`src/inc/input_cond_pkg.sv`:
```
/*
 * Constants shared by the discrete input conditioning block: register
 * offsets, field layouts, reset values, filter delay table and timing.
 * Assumes a 20 MHz system clock and a 32-bit register port.
 */
package input_cond_pkg;

    localparam int          CLK_HZ         = 20_000_000;
    localparam int          MS_CYCLES      = CLK_HZ / 1000;
    localparam int          NUM_IN         = 8;
    localparam int          NUM_IN_ECO     = 4;
    localparam int          NUM_FAST_STD   = 2;

    // Shortest pulses the capture inputs must see, in ns
    localparam int          CATCH_FAST_NS  = 10_000;
    localparam int          CATCH_SLOW_NS  = 50_000;
    localparam int          CLK_PERIOD_NS  = 1_000_000_000 / CLK_HZ;
    localparam int          CATCH_FAST_CYC = CATCH_FAST_NS / CLK_PERIOD_NS;
    localparam int          CATCH_SLOW_CYC = CATCH_SLOW_NS / CLK_PERIOD_NS;

    // Register offsets
    localparam logic [7:0]  OFS_FILTER     = 8'h00;
    localparam logic [7:0]  OFS_CATCH_EN   = 8'h04;
    localparam logic [7:0]  OFS_EDGE_CFG   = 8'h08;
    localparam logic [7:0]  OFS_PRIO       = 8'h0C;
    localparam logic [7:0]  OFS_IRQ_STAT   = 8'h10;
    localparam logic [7:0]  OFS_IRQ_MASK   = 8'h14;
    localparam logic [7:0]  OFS_IMAGE      = 8'h18;
    localparam logic [7:0]  OFS_LEVEL      = 8'h1C;
    localparam logic [7:0]  OFS_OTHER_IRQ  = 8'h20;
    localparam logic [7:0]  OFS_COUNTER_IN = 8'h24;

    // Field layout
    localparam int          FILT_CODE_W    = 4;
    localparam int          EDGE_W         = 2;
    localparam int          PRIO_W         = 4;
    localparam int          OTHER_W        = 4;
    localparam int          PEND_LSB       = 8;

    // Reset value and largest accepted filter code
    localparam logic [3:0]  FILT_CODE_RST  = 4'h4;
    localparam logic [3:0]  FILT_CODE_MAX  = 4'hA;

    // Trigger conditions
    typedef enum logic [1:0] {
        EDGE_OFF     = 2'h0,
        EDGE_RISE    = 2'h1,
        EDGE_FALL    = 2'h2,
        EDGE_BOTH    = 2'h3
    } edge_mode_t;

    // Filter delay in milliseconds for each selectable code
    function automatic int filt_ms(input logic [3:0] code);
        case (code)
            4'h0:    filt_ms = 0;
            4'h1:    filt_ms = 1;
            4'h2:    filt_ms = 2;
            4'h3:    filt_ms = 5;
            4'h4:    filt_ms = 10;
            4'h5:    filt_ms = 20;
            4'h6:    filt_ms = 50;
            4'h7:    filt_ms = 100;
            4'h8:    filt_ms = 200;
            4'h9:    filt_ms = 500;
            default: filt_ms = 1000;
        endcase
    endfunction

endpackage

```
`src/input_filter.sv`:
```
/*
 * One input lane: two-stage synchroniser and on/off delay filter.
 * Assumes the pin is asynchronous to clk and the delay is held stable
 * except across reconfiguration.
 */
module input_filter #(
    parameter int CNT_W = 25
) (
    input  wire logic             clk,
    input  wire logic             rstn,
    input  wire logic             pin,
    input  wire logic [CNT_W-1:0] delay_cyc,
    output logic                  sync_lvl,
    output logic                  filt_lvl
);

    logic             meta_reg;
    logic             sync_reg;
    logic             filt_reg;
    logic [CNT_W-1:0] cnt_reg;

    generate
        if (CNT_W < 2) begin : g_bad_width
            $error("input_filter: counter too narrow");
        end
    endgenerate

    // First stage feeds only the second
    always_ff @(posedge clk) begin
        if (!rstn) begin
            meta_reg <= 1'b0;
            sync_reg <= 1'b0;
        end else begin
            meta_reg <= pin;
            sync_reg <= meta_reg;
        end
    end

    // A change is taken only after it has held for the whole delay
    always_ff @(posedge clk) begin
        if (!rstn) begin
            filt_reg <= 1'b0;
            cnt_reg  <= '0;
        end else if (sync_reg == filt_reg) begin
            cnt_reg  <= '0;
        end else if (delay_cyc == '0 ||
                     cnt_reg + 1'b1 >= delay_cyc) begin
            filt_reg <= sync_reg;
            cnt_reg  <= '0;
        end else begin
            cnt_reg  <= cnt_reg + 1'b1;
        end
    end

    assign sync_lvl = sync_reg;
    assign filt_lvl = filt_reg;

endmodule // input_filter

```
`src/input_cond.sv`:
```
/*
 * Discrete input conditioning of the main unit: delay filter, pulse
 * catch into the scan image, and edge-triggered task requests with a
 * sticky status / mask interrupt.
 * Assumes one clock, a scan strobe from the CPU, a register port with
 * read data one cycle after the read strobe.
 */
// Strobed register access and the register offsets were decided locally.
module input_cond #(
    parameter bit ECONOMIC  = 1'b0,
    parameter int MS_CYCLES = input_cond_pkg::MS_CYCLES
) (
    input  wire logic                                  clk,
    input  wire logic                                  rstn,
    input  wire logic [input_cond_pkg::NUM_IN-1:0]     field_in,
    input  wire logic                                  scan_strobe,
    input  wire logic [7:0]                            addr,
    input  wire logic [31:0]                           wdata,
    input  wire logic                                  wr_strobe,
    input  wire logic                                  rd_strobe,
    output logic [31:0]                                rdata,
    output logic [input_cond_pkg::NUM_IN-1:0]          input_image,
    output logic                                       task_req,
    output logic [2:0]                                 task_sel,
    output logic [input_cond_pkg::PRIO_W-1:0]          task_prio,
    input  wire logic                                  task_ack,
    output logic                                       irq
);

    localparam int N      = input_cond_pkg::NUM_IN;
    localparam int PW     = input_cond_pkg::PRIO_W;
    localparam int CNT_W  = 25;
    localparam int N_USE  = ECONOMIC ? input_cond_pkg::NUM_IN_ECO : N;

    ////////////////////////////////////////////////////////////////////////

    generate
        if (MS_CYCLES < 1 || MS_CYCLES * 1000 >= (1 << CNT_W)) begin : g_bad
            $error("input_cond: MS_CYCLES out of range");
        end
        if (input_cond_pkg::CATCH_FAST_CYC < 1) begin : g_slow_clk
            $error("input_cond: clock too slow for pulse catch");
        end
    endgenerate

    ////////////////////////////////////////////////////////////////////////
    // Registers written by software

    logic [3:0]       filt_code_reg;
    logic [N-1:0]     catch_en_reg;
    logic [2*N-1:0]   edge_cfg_reg;
    logic [PW*N-1:0]  prio_reg;
    logic [N-1:0]     irq_stat_reg;
    logic [N-1:0]     irq_mask_reg;
    logic [3:0]       other_irq_reg;
    logic [N-1:0]     counter_in_reg;

    logic             wr_filter;
    logic             wr_stat;

    assign wr_filter = wr_strobe && addr == input_cond_pkg::OFS_FILTER;
    assign wr_stat   = wr_strobe && addr == input_cond_pkg::OFS_IRQ_STAT;

    always_ff @(posedge clk) begin
        if (!rstn) begin
            filt_code_reg <= input_cond_pkg::FILT_CODE_RST;
        end else if (wr_filter &&
                     wdata[3:0] <= input_cond_pkg::FILT_CODE_MAX) begin
            // Codes beyond the table are ignored, old delay kept
            filt_code_reg <= wdata[3:0];
        end
    end

    always_ff @(posedge clk) begin
        if (!rstn) begin
            catch_en_reg   <= '0;
            edge_cfg_reg   <= '0;
            prio_reg       <= '0;
            irq_mask_reg   <= '0;
            other_irq_reg  <= '0;
            counter_in_reg <= '0;
        end else if (wr_strobe) begin
            unique case (addr)
                input_cond_pkg::OFS_CATCH_EN:   catch_en_reg   <= wdata[N-1:0];
                input_cond_pkg::OFS_EDGE_CFG:
                    edge_cfg_reg   <= wdata[2*N-1:0];
                input_cond_pkg::OFS_PRIO:
                    prio_reg       <= wdata[PW*N-1:0];
                input_cond_pkg::OFS_IRQ_MASK:   irq_mask_reg   <= wdata[N-1:0];
                input_cond_pkg::OFS_OTHER_IRQ:  other_irq_reg  <= wdata[3:0];
                input_cond_pkg::OFS_COUNTER_IN: counter_in_reg <= wdata[N-1:0];
                default: ;
            endcase
        end
    end

    ////////////////////////////////////////////////////////////////////////
    // Filter lanes, all sharing one delay

    logic [CNT_W-1:0] delay_cyc;
    logic [N-1:0]     sync_lvl;
    logic [N-1:0]     filt_lvl;

    assign delay_cyc = CNT_W'(input_cond_pkg::filt_ms(filt_code_reg)
                              * MS_CYCLES);

    genvar gi;
    generate
        for (gi = 0; gi < N; gi++) begin : g_lane
            input_filter #(
                .CNT_W     (CNT_W)
            ) u_filter (
                .clk       (clk),
                .rstn      (rstn),
                .pin       (field_in[gi]),
                .delay_cyc (delay_cyc),
                .sync_lvl  (sync_lvl[gi]),
                .filt_lvl  (filt_lvl[gi])
            );
        end
    endgenerate

    ////////////////////////////////////////////////////////////////////////
    // Edge detection on the synchronised samples

    logic [N-1:0] prev_reg;
    logic [N-1:0] rise;
    logic [N-1:0] fall;

    always_ff @(posedge clk) begin
        if (!rstn) begin
            prev_reg <= '0;
        end else begin
            prev_reg <= sync_lvl;
        end
    end

    assign rise = sync_lvl & ~prev_reg;
    assign fall = ~sync_lvl & prev_reg;

    ////////////////////////////////////////////////////////////////////////
    // Pulse catch into the scan image

    logic [N-1:0] catch_ok;
    logic [N-1:0] catch_reg;
    logic [N-1:0] image_reg;

    // Every pulse of at least one clock is seen, which covers both the
    // fast and the slow capture widths at this clock rate
    assign catch_ok = catch_en_reg & ~counter_in_reg
                      & N'((1 << N_USE) - 1);

    always_ff @(posedge clk) begin
        if (!rstn) begin
            catch_reg <= '0;
        end else begin
            // A pulse arriving on the scan edge survives to the next scan
            catch_reg <= (catch_reg & ~{N{scan_strobe}})
                         | (rise & catch_ok);
        end
    end

    always_ff @(posedge clk) begin
        if (!rstn) begin
            image_reg <= '0;
        end else if (scan_strobe) begin
            // Uncaught inputs simply follow the filtered level
            image_reg <= filt_lvl | (catch_reg & catch_ok);
        end
    end

    assign input_image = image_reg;

    ////////////////////////////////////////////////////////////////////////
    // Interrupt input allocation

    logic [3:0]   avail;
    logic [N-1:0] int_ok;

    always_comb begin
        logic [3:0] seen;
        seen  = '0;
        avail = (other_irq_reg >= 4'(N_USE)) ? 4'h0
                : 4'(N_USE) - other_irq_reg;
        for (int i = 0; i < N; i++) begin
            int_ok[i] = 1'b0;
            if (edge_cfg_reg[2*i +: 2] != input_cond_pkg::EDGE_OFF &&
                !counter_in_reg[i] && i < N_USE) begin
                int_ok[i] = (seen < avail);
                seen      = seen + 4'h1;
            end
        end
    end

    ////////////////////////////////////////////////////////////////////////
    // Edge events per trigger condition

    logic [N-1:0] evt;

    always_comb begin
        for (int i = 0; i < N; i++) begin
            unique case (input_cond_pkg::edge_mode_t'(edge_cfg_reg[2*i +: 2]))
                input_cond_pkg::EDGE_OFF:  evt[i] = 1'b0;
                input_cond_pkg::EDGE_RISE: evt[i] = rise[i];
                input_cond_pkg::EDGE_FALL: evt[i] = !ECONOMIC && fall[i];
                input_cond_pkg::EDGE_BOTH: evt[i] = ECONOMIC ? rise[i]
                                               : rise[i] | fall[i];
            endcase
            evt[i] = evt[i] & int_ok[i];
        end
    end

    ////////////////////////////////////////////////////////////////////////
    // Pending task requests, presented by priority

    logic [N-1:0]  pend_reg;
    logic [N-1:0]  ack_clr;
    logic          best_vld;
    logic [2:0]    best_idx;
    logic [PW-1:0] best_prio;
    logic          req_reg;
    logic [2:0]    sel_reg;
    logic [PW-1:0] sel_prio_reg;

    // A lower number is the more urgent task; ties go to the lower input
    always_comb begin
        best_vld  = 1'b0;
        best_idx  = '0;
        best_prio = '1;
        for (int i = 0; i < N; i++) begin
            if (pend_reg[i] &&
                (!best_vld || prio_reg[PW*i +: PW] < best_prio)) begin
                best_vld  = 1'b1;
                best_idx  = 3'(i);
                best_prio = prio_reg[PW*i +: PW];
            end
        end
    end

    assign ack_clr = (task_ack && req_reg) ? N'(1) << sel_reg : '0;

    always_ff @(posedge clk) begin
        if (!rstn) begin
            pend_reg <= '0;
        end else begin
            // A new edge beats an acknowledge of the same input
            pend_reg <= (pend_reg & ~ack_clr) | evt;
        end
    end

    // Cleared in the ack cycle so an acknowledged request never repeats
    always_ff @(posedge clk) begin
        if (!rstn) begin
            req_reg      <= 1'b0;
            sel_reg      <= '0;
            sel_prio_reg <= '0;
        end else if (task_ack && req_reg) begin
            req_reg      <= 1'b0;
        end else begin
            req_reg      <= best_vld;
            sel_reg      <= best_idx;
            sel_prio_reg <= best_prio;
        end
    end

    assign task_req  = req_reg;
    assign task_sel  = sel_reg;
    assign task_prio = sel_prio_reg;

    ////////////////////////////////////////////////////////////////////////
    // Sticky status, write one to clear, set wins

    always_ff @(posedge clk) begin
        if (!rstn) begin
            irq_stat_reg <= '0;
        end else begin
            irq_stat_reg <= (irq_stat_reg & ~(wr_stat ? wdata[N-1:0] : '0))
                            | evt;
        end
    end

    always_ff @(posedge clk) begin
        if (!rstn) begin
            irq <= 1'b0;
        end else begin
            irq <= |((irq_stat_reg | evt) & irq_mask_reg);
        end
    end

    ////////////////////////////////////////////////////////////////////////
    // Read port: data valid only in the cycle after the strobe

    logic [31:0] rd_mux;

    always_comb begin
        rd_mux = '0;
        unique case (addr)
            input_cond_pkg::OFS_FILTER:     rd_mux[3:0]      = filt_code_reg;
            input_cond_pkg::OFS_CATCH_EN:   rd_mux[N-1:0]    = catch_en_reg;
            input_cond_pkg::OFS_EDGE_CFG:   rd_mux[2*N-1:0]  = edge_cfg_reg;
            input_cond_pkg::OFS_PRIO:       rd_mux[PW*N-1:0] = prio_reg;
            input_cond_pkg::OFS_IRQ_STAT:   rd_mux[N-1:0]    = irq_stat_reg;
            input_cond_pkg::OFS_IRQ_MASK:   rd_mux[N-1:0]    = irq_mask_reg;
            input_cond_pkg::OFS_IMAGE:      rd_mux[N-1:0]    = image_reg;
            input_cond_pkg::OFS_LEVEL:      rd_mux[2*N-1:0]  = {pend_reg,
                                                                filt_lvl};
            input_cond_pkg::OFS_OTHER_IRQ:  rd_mux[3:0]      = other_irq_reg;
            input_cond_pkg::OFS_COUNTER_IN: rd_mux[N-1:0]    = counter_in_reg;
            default:                        rd_mux           = '0;
        endcase
    end

    always_ff @(posedge clk) begin
        if (!rstn) begin
            rdata <= '0;
        end else begin
            rdata <= rd_strobe ? rd_mux : '0;
        end
    end

endmodule // input_cond

```
`config.mk`:
```
export PLATFORM = sky130hd
export DESIGN_NAME = input_cond
export DESIGN_NICKNAME = d
export VERILOG_FILES = /design/src/inc/input_cond_pkg.sv /design/src/input_filter.sv /design/src/input_cond.sv
export SDC_FILE = /design/constraint.sdc
export NUM_CORES = 1
export LEC_CHECK = 0
export BUFFER_PORTS_ARGS = -buffer_cell sky130_fd_sc_hd__buf_2
export CELL_PAD_IN_SITES_DETAIL_PLACEMENT = 0
export CELL_PAD_IN_SITES_GLOBAL_PLACEMENT = 1
export CORE_UTILIZATION = 45
export CTS_BUF_LIST = sky130_fd_sc_hd__clkbuf_2
export CTS_CLUSTER_SIZE = 40
export DETAILED_ROUTE_END_ITERATION = 7
export GPL_TIMING_DRIVEN = 0
export PLACE_DENSITY = 0.81
export SKIP_CTS_REPAIR_TIMING = 1
export SYNTH_ARGS = -nofsm -noshare
export SYNTH_HDL_FRONTEND = slang
export SYNTH_SLANG_ARGS = --single-unit
```
`constraint.sdc`:
```
create_clock -name clk -period 10.1 [get_ports clk]
set_clock_uncertainty 0.05 [all_clocks]
set_input_delay 2.02 -clock clk [delete_from_list [all_inputs] [get_ports clk]]
set_output_delay 2.02 -clock clk [all_outputs]
set_load 0.01 [all_outputs]
```
# Word-level counts from Yosys, hierarchy flattened
# Memory sizes are Yosys's and may differ from the RTL's. A register that Yosys moved wholly into a read port is not among the register bits.
# Index checks and enable logic that the tools add are counted.
# classes
addsub,15
mul,1
n_div,0
n_lt_le_gt_ge,25
eq_ne,41
shift,1
mux,54
bitwise_logic,45
n_reduce_logical,93
# op_table
cell,n
$add 25x1->25 const B,8
$ge 25x25->1,8
$and 8x8->8,9
$mux 4,17
$lt 4x4->1,14
$not 8->8,6
$or 8x8->8,5
$pmux 4 s10,1
$eq 2x2->1 const B,16
$eq 8x5->1 const B,4
$mul 32x11->20 const B,1
$pmux 1 s4,8
$pmux 4 s8,1
$reduce_and 2->1,15
$logic_not 25->1,1
$add 4x1->4 const B,6
$pmux 8 s3,1
$reduce_or 3->1,8
$logic_and 1x1->1,19
$mux 1,18
$mux 3,6
$eq 2x1->1 const B,8
$eq 8x4->1 const B,2
$eq 8x6->1 const B,2
19 further kinds,91
# word_totals
ff_bits,385
latchBits,0
ram_bits,0
romBits,160
inputBits,54
output_inout_bits,49
n_memories,1
# memory_table
name,words,word_bits,rd,rd_clocked_by_memory_dff,write_ports,line_no,text
(no name shown),16,10,1,1,0,input_cond_pkg.sv:54,case (code)

# Logic depth before layout (Yosys ltp)
# depth
depth_word,29
ltp_mapped,63
mapped_depth_nobuf,62

# Modules after synthesis
# Synthesis repeated with hierarchy kept, for this count alone.
# unflattened
hier_cells,3079
area_unflattened_um2,26431.6
# modules_own_cells
module,n_inst,cells_each,area_per_inst_um2,seq_area_each_um2
input_filter (g_lane[0].u_filter ...),7,221,1994.4,560.5
input_cond,1,1311,10610.2,3423.3
input_filter (g_lane[7].u_filter),1,221,1860.5,560.5

# Worst setup path before layout
# Ideal clock, no wire load.
# synth_path
path_type,flip-flop to flip-flop
from,register pend_reg[0]
to,register sel_prio_reg[3] (netlist: task_prio[3])
arrival_time_ns,9.939
setup_slack_ns,0.028
path_stages_with_launch,61
path_buffers,1
period_less_slack_ns,10.072
cell_sequence,dfxtp_1 > buf_4 > nor2b_1 > ha_1 > o2111ai_1 > o21ai_1 > nor2_1 > a21oi_1 > inv_1 > ha_1 > o22a_1 > a31oi_1 > inv_2 > a221oi_4 > nand2_1 > o21ai_0 > inv_1 > ha_1 > (+25 left out) > ha_1 > a21oi_1 > nor2b_1 > o21ai_0 > nand2_1 > a41o_1 > nor2b_1 > a2bb2oi_4 > nand2_4 > mux2_4 > ha_1 > o21a_1 > o22ai_1 > nand2_1 > o21ai_0 > a31oi_2 > nand3_1 > o221ai_1
# synth_via
elab_chain_cells,29
# synth_lines
element,line_no,text
start: declaration,input_cond.sv:216,logic [N-1:0] pend_reg;
start signal: assignment,input_cond.sv:247,pend_reg <= (pend_reg & ~ack_clr) | evt;
$mux 4 or $mux 1 (tied branches),input_cond.sv:231,if (pend_reg[i] &&
$lt 4x4->1 or $logic_not 1->1 (tied branches),input_cond.sv:232,(!best_vld || prio_reg[PW*i +: PW] < best_prio)) begin
$logic_or 1x1->1,input_cond.sv:232,
$logic_and 1x1->1,input_cond.sv:231,
$mux 4 or $mux 1 (tied branches),input_cond.sv:231,
$lt 4x4->1 or $logic_not 1->1 (tied branches),input_cond.sv:232,
$logic_or 1x1->1,input_cond.sv:232,
$logic_and 1x1->1,input_cond.sv:231,
(+13 left out),n/a,
$lt 4x4->1 or $logic_not 1->1 (tied branches),input_cond.sv:232,
$logic_or 1x1->1,input_cond.sv:232,
$logic_and 1x1->1,input_cond.sv:231,
$mux 4 or $mux 1 (tied branches),input_cond.sv:231,
$lt 4x4->1 or $logic_not 1->1 (tied branches),input_cond.sv:232,
$logic_or 1x1->1,input_cond.sv:232,
$logic_and 1x1->1,input_cond.sv:231,
$mux 4 (*),input_cond.sv:231,
end signal: assignment,input_cond.sv:262,sel_prio_reg <= best_prio;
end: declaration,input_cond.sv:223,logic [PW-1:0] sel_prio_reg;
# Mark *: on every way between the ends. The rest lies on a longest branch, timed or not.
# A chain may end at the register's enable or synchronous reset.

# Final worst setup path
# Same ends and word-level chain as after synthesis.

==> metrics.txt <==
outcome=finished, violations left; failing checks=setup timing; Leak Pwr=11.3 nW; slowest stage delay, CP=450 ps; Yosys warning count=0; via count=20600; critical path's top delay family=compound AO/OA/AOI/OAI gates; CTS clk-pin slew, worst paths=110 ps; Placed Cells=3492; CP endpoint kind=register; Routed WL=68.0 mm; DRC Markers=0; Non-Filler Instances=3713; number of CTS-inserted buffers=108; max frequency=96.9 MHz; flop2flop setup slack=-220 ps; Top FF cell, synth=dfxtp_1; number of global-route vias before repair=20700; Starting Density=45.9%; max-slew violations=0; Syn Nets=3066; worst hold-check path type=reg2reg; Tcrit/Tclk final=102%; Net count, final=3314; Via-to-Cell Ratio=5.56; Max rail drop VDD=0.0673 mV; pin count of the biggest net entering global routing=17; Final GP Congestion=0.930; critical path class=reg2reg; H-Tree Depth=3; Post-DRT Antenna Nets=0; GRT overflow=0; Final Setup Violations=7; RSZ-0062 raised after global routing=yes; flops & latches, synth=395; Ports=103; PD cells=106 mW/mm²; required time of the critical path=11140 ps; clk_lat worst skew=1160 ps; first-pass GRT wire length=107 mm; initial DRC count=1126; Die ar.=0.0536 mm²; post-synthesis async set-or-reset flop share=0%; WP data arrival=11360 ps; Slew Limit Headroom=3.96%; cell area after synthesis=0.0237 mm²; core area=0.0517 mm²; PortBufs=98; hpwl dp=50.6 mm; synthesized instance count=2710; CP Buf/Inv Count=7; Worst setup SP type=register; DR WL/cell=18.3 µm; Min Clock Period, post-route=10320 ps; Max Buffers Root-to-Sink=3; Root Buffer=clkbuf_2; share of total power in combinational logic=3.5%; max reg flops=200; hold slack=384 ps; initial antenna violation count=2; Sequential Power Share=55.3%; switching power=779 µW; CTS tree=built; most used cell, CP=ha_4; Tot GR Track Use=25.4%; Rows=83; maxcap violations=0; slowest CP cell=or3_4; Hold Violations, Final=0; die height=232 µm; Final Power=2.84 mW; Tightest Pin Transition=1430 ps; Worst Path Max Fanout=6; proportion of layout cells with a drive suffix above 1=12.8%; die width=232 µm; syn_area_per_cell=8.75 µm²; Yosys cell types=84; clock share of power=41.2%; Int Pwr=2.06 mW; net switching fraction of the power=27.4%; area grow syn2layout=12.5%; Post-synth EDFFs=0; DRT Pass-1 Iters=5; fin util=51.6%; register area share after synthesis=33.3%; final worst slack=-221 ps; clk sinks=395
==> through the flow <==
stage / setup slack (ps) / setup TNS, ps / area (µm²)
final: -221 / -1230 / 26700
after global routing: -837 / -5510 / 26700
after CTS: -1750 / -11240 / 26100
after detailed placement: -1690 / -10850 / 25200
after global placement: -1550 / -30950 / 25100
after floorplan: 28.4 / 0 / 23700
==> final timing paths <==
path / from / end / cells past startpoint
max: pend_reg[0] / task_prio[3] / 60
min: g_lane[0].u_filter.meta_reg / g_lane[0].u_filter.sync_lvl / 1
max reg2reg: pend_reg[0] / task_prio[3] / 60
min reg2reg: g_lane[0].u_filter.meta_reg / g_lane[0].u_filter.sync_lvl / 1
==> kinds of logic (layout without fill, tap and decap cells) <==
kind of cell / count (synthesis) / after routing / synth area share (%)
xor gates and xnor gates: 218 / 218 / 8.05
other: 1 / 3 / 0.0158
adders and majority gates: 303 / 303 / 16.5
muxes: 20 / 20 / 0.891
buffers and inverters: 217 / 538 / 3.45
AOI/OAI and AO/OA: 523 / 523 / 15.5
DFF: 395 / 395 / 33.3
and+or+nand+nor: 1033 / 1033 / 22.2
==> layout make-up <==
class	count	area [µm²]
timing repair buffer	138	791
sequential	395	7910
clock buffer	153	766
antenna	2	5.00
tap	680	851
multi-input combinational	2098	15300
fill	5003	25000
inverter	143	537
clock inverter	30	194
buffer	74	289
==> cell usage in the layout (no fill, tap or decap), types with 8 or more instances in the layout <==
cell / count
a22oi_1: 20
nand4_1: 78
a22o_1: 12
buf_2: 99
or3_1: 8
a41o_1: 10
nand3_1: 133
and2_1: 46
nand2b_1: 24
o21a_1: 49
nor4_1: 21
clkbuf_1: 72
xor2_1: 87
ha_1: 279
nor2b_1: 190
a32oi_1: 8
buf_4: 38
a21oi_1: 83
clkinv_1: 16
and3_1: 30
inv_1: 137
a21o_1: 44
a21boi_0: 95
nor3_1: 30
mux2i_1: 13
clkbuf_2: 153
a221oi_1: 20
a31oi_1: 24
nor2_1: 165
nand2_1: 256
dfxtp_1: 394
fa_1: 18
xnor2_1: 124
o21ai_0: 73
o211ai_1: 10
==> cells in the mapped netlist, types with 78 or more instances <==
cell | number | area share [%]
dfxtp_1 | 395 | 33
ha_1 | 284 | 15
nand2_1 | 258 | 4.1
nor2b_1 | 192 | 5.1
nor2_1 | 168 | 2.7
inv_1 | 141 | 2.2
nand3_1 | 135 | 2.8
xnor2_1 | 130 | 4.8
a21boi_0 | 95 | 3.0
a21oi_1 | 90 | 1.9
xor2_1 | 88 | 3.2
nand4_1 | 78 | 2.1
o21ai_0 | 78 | 1.6
==> routing by layer <==
layer | up-vias | GRT usage [%] | wire length (µm)
met5 | - | 0 | 0
met4 | 0 | 14.4 | 3590
met3 | 202 | 4.40 | 3750
met2 | 608 | 43.0 | 32200
met1 | 9738 | 30.1 | 28500
li1 | 10100 | - | -
==> power groups by stage <==
stage	sequential, mW	clock, mW	combinational (mW)
after global routing	1.57	1.30	0.107
after detailed placement	1.61	0	0.0970
after CTS	1.57	1.21	0.0976
final	1.57	1.17	0.0989
after global placement	1.61	0	0.0947
after floorplan	1.61	0	0.0493
Power figures use the tool's default switching activity.
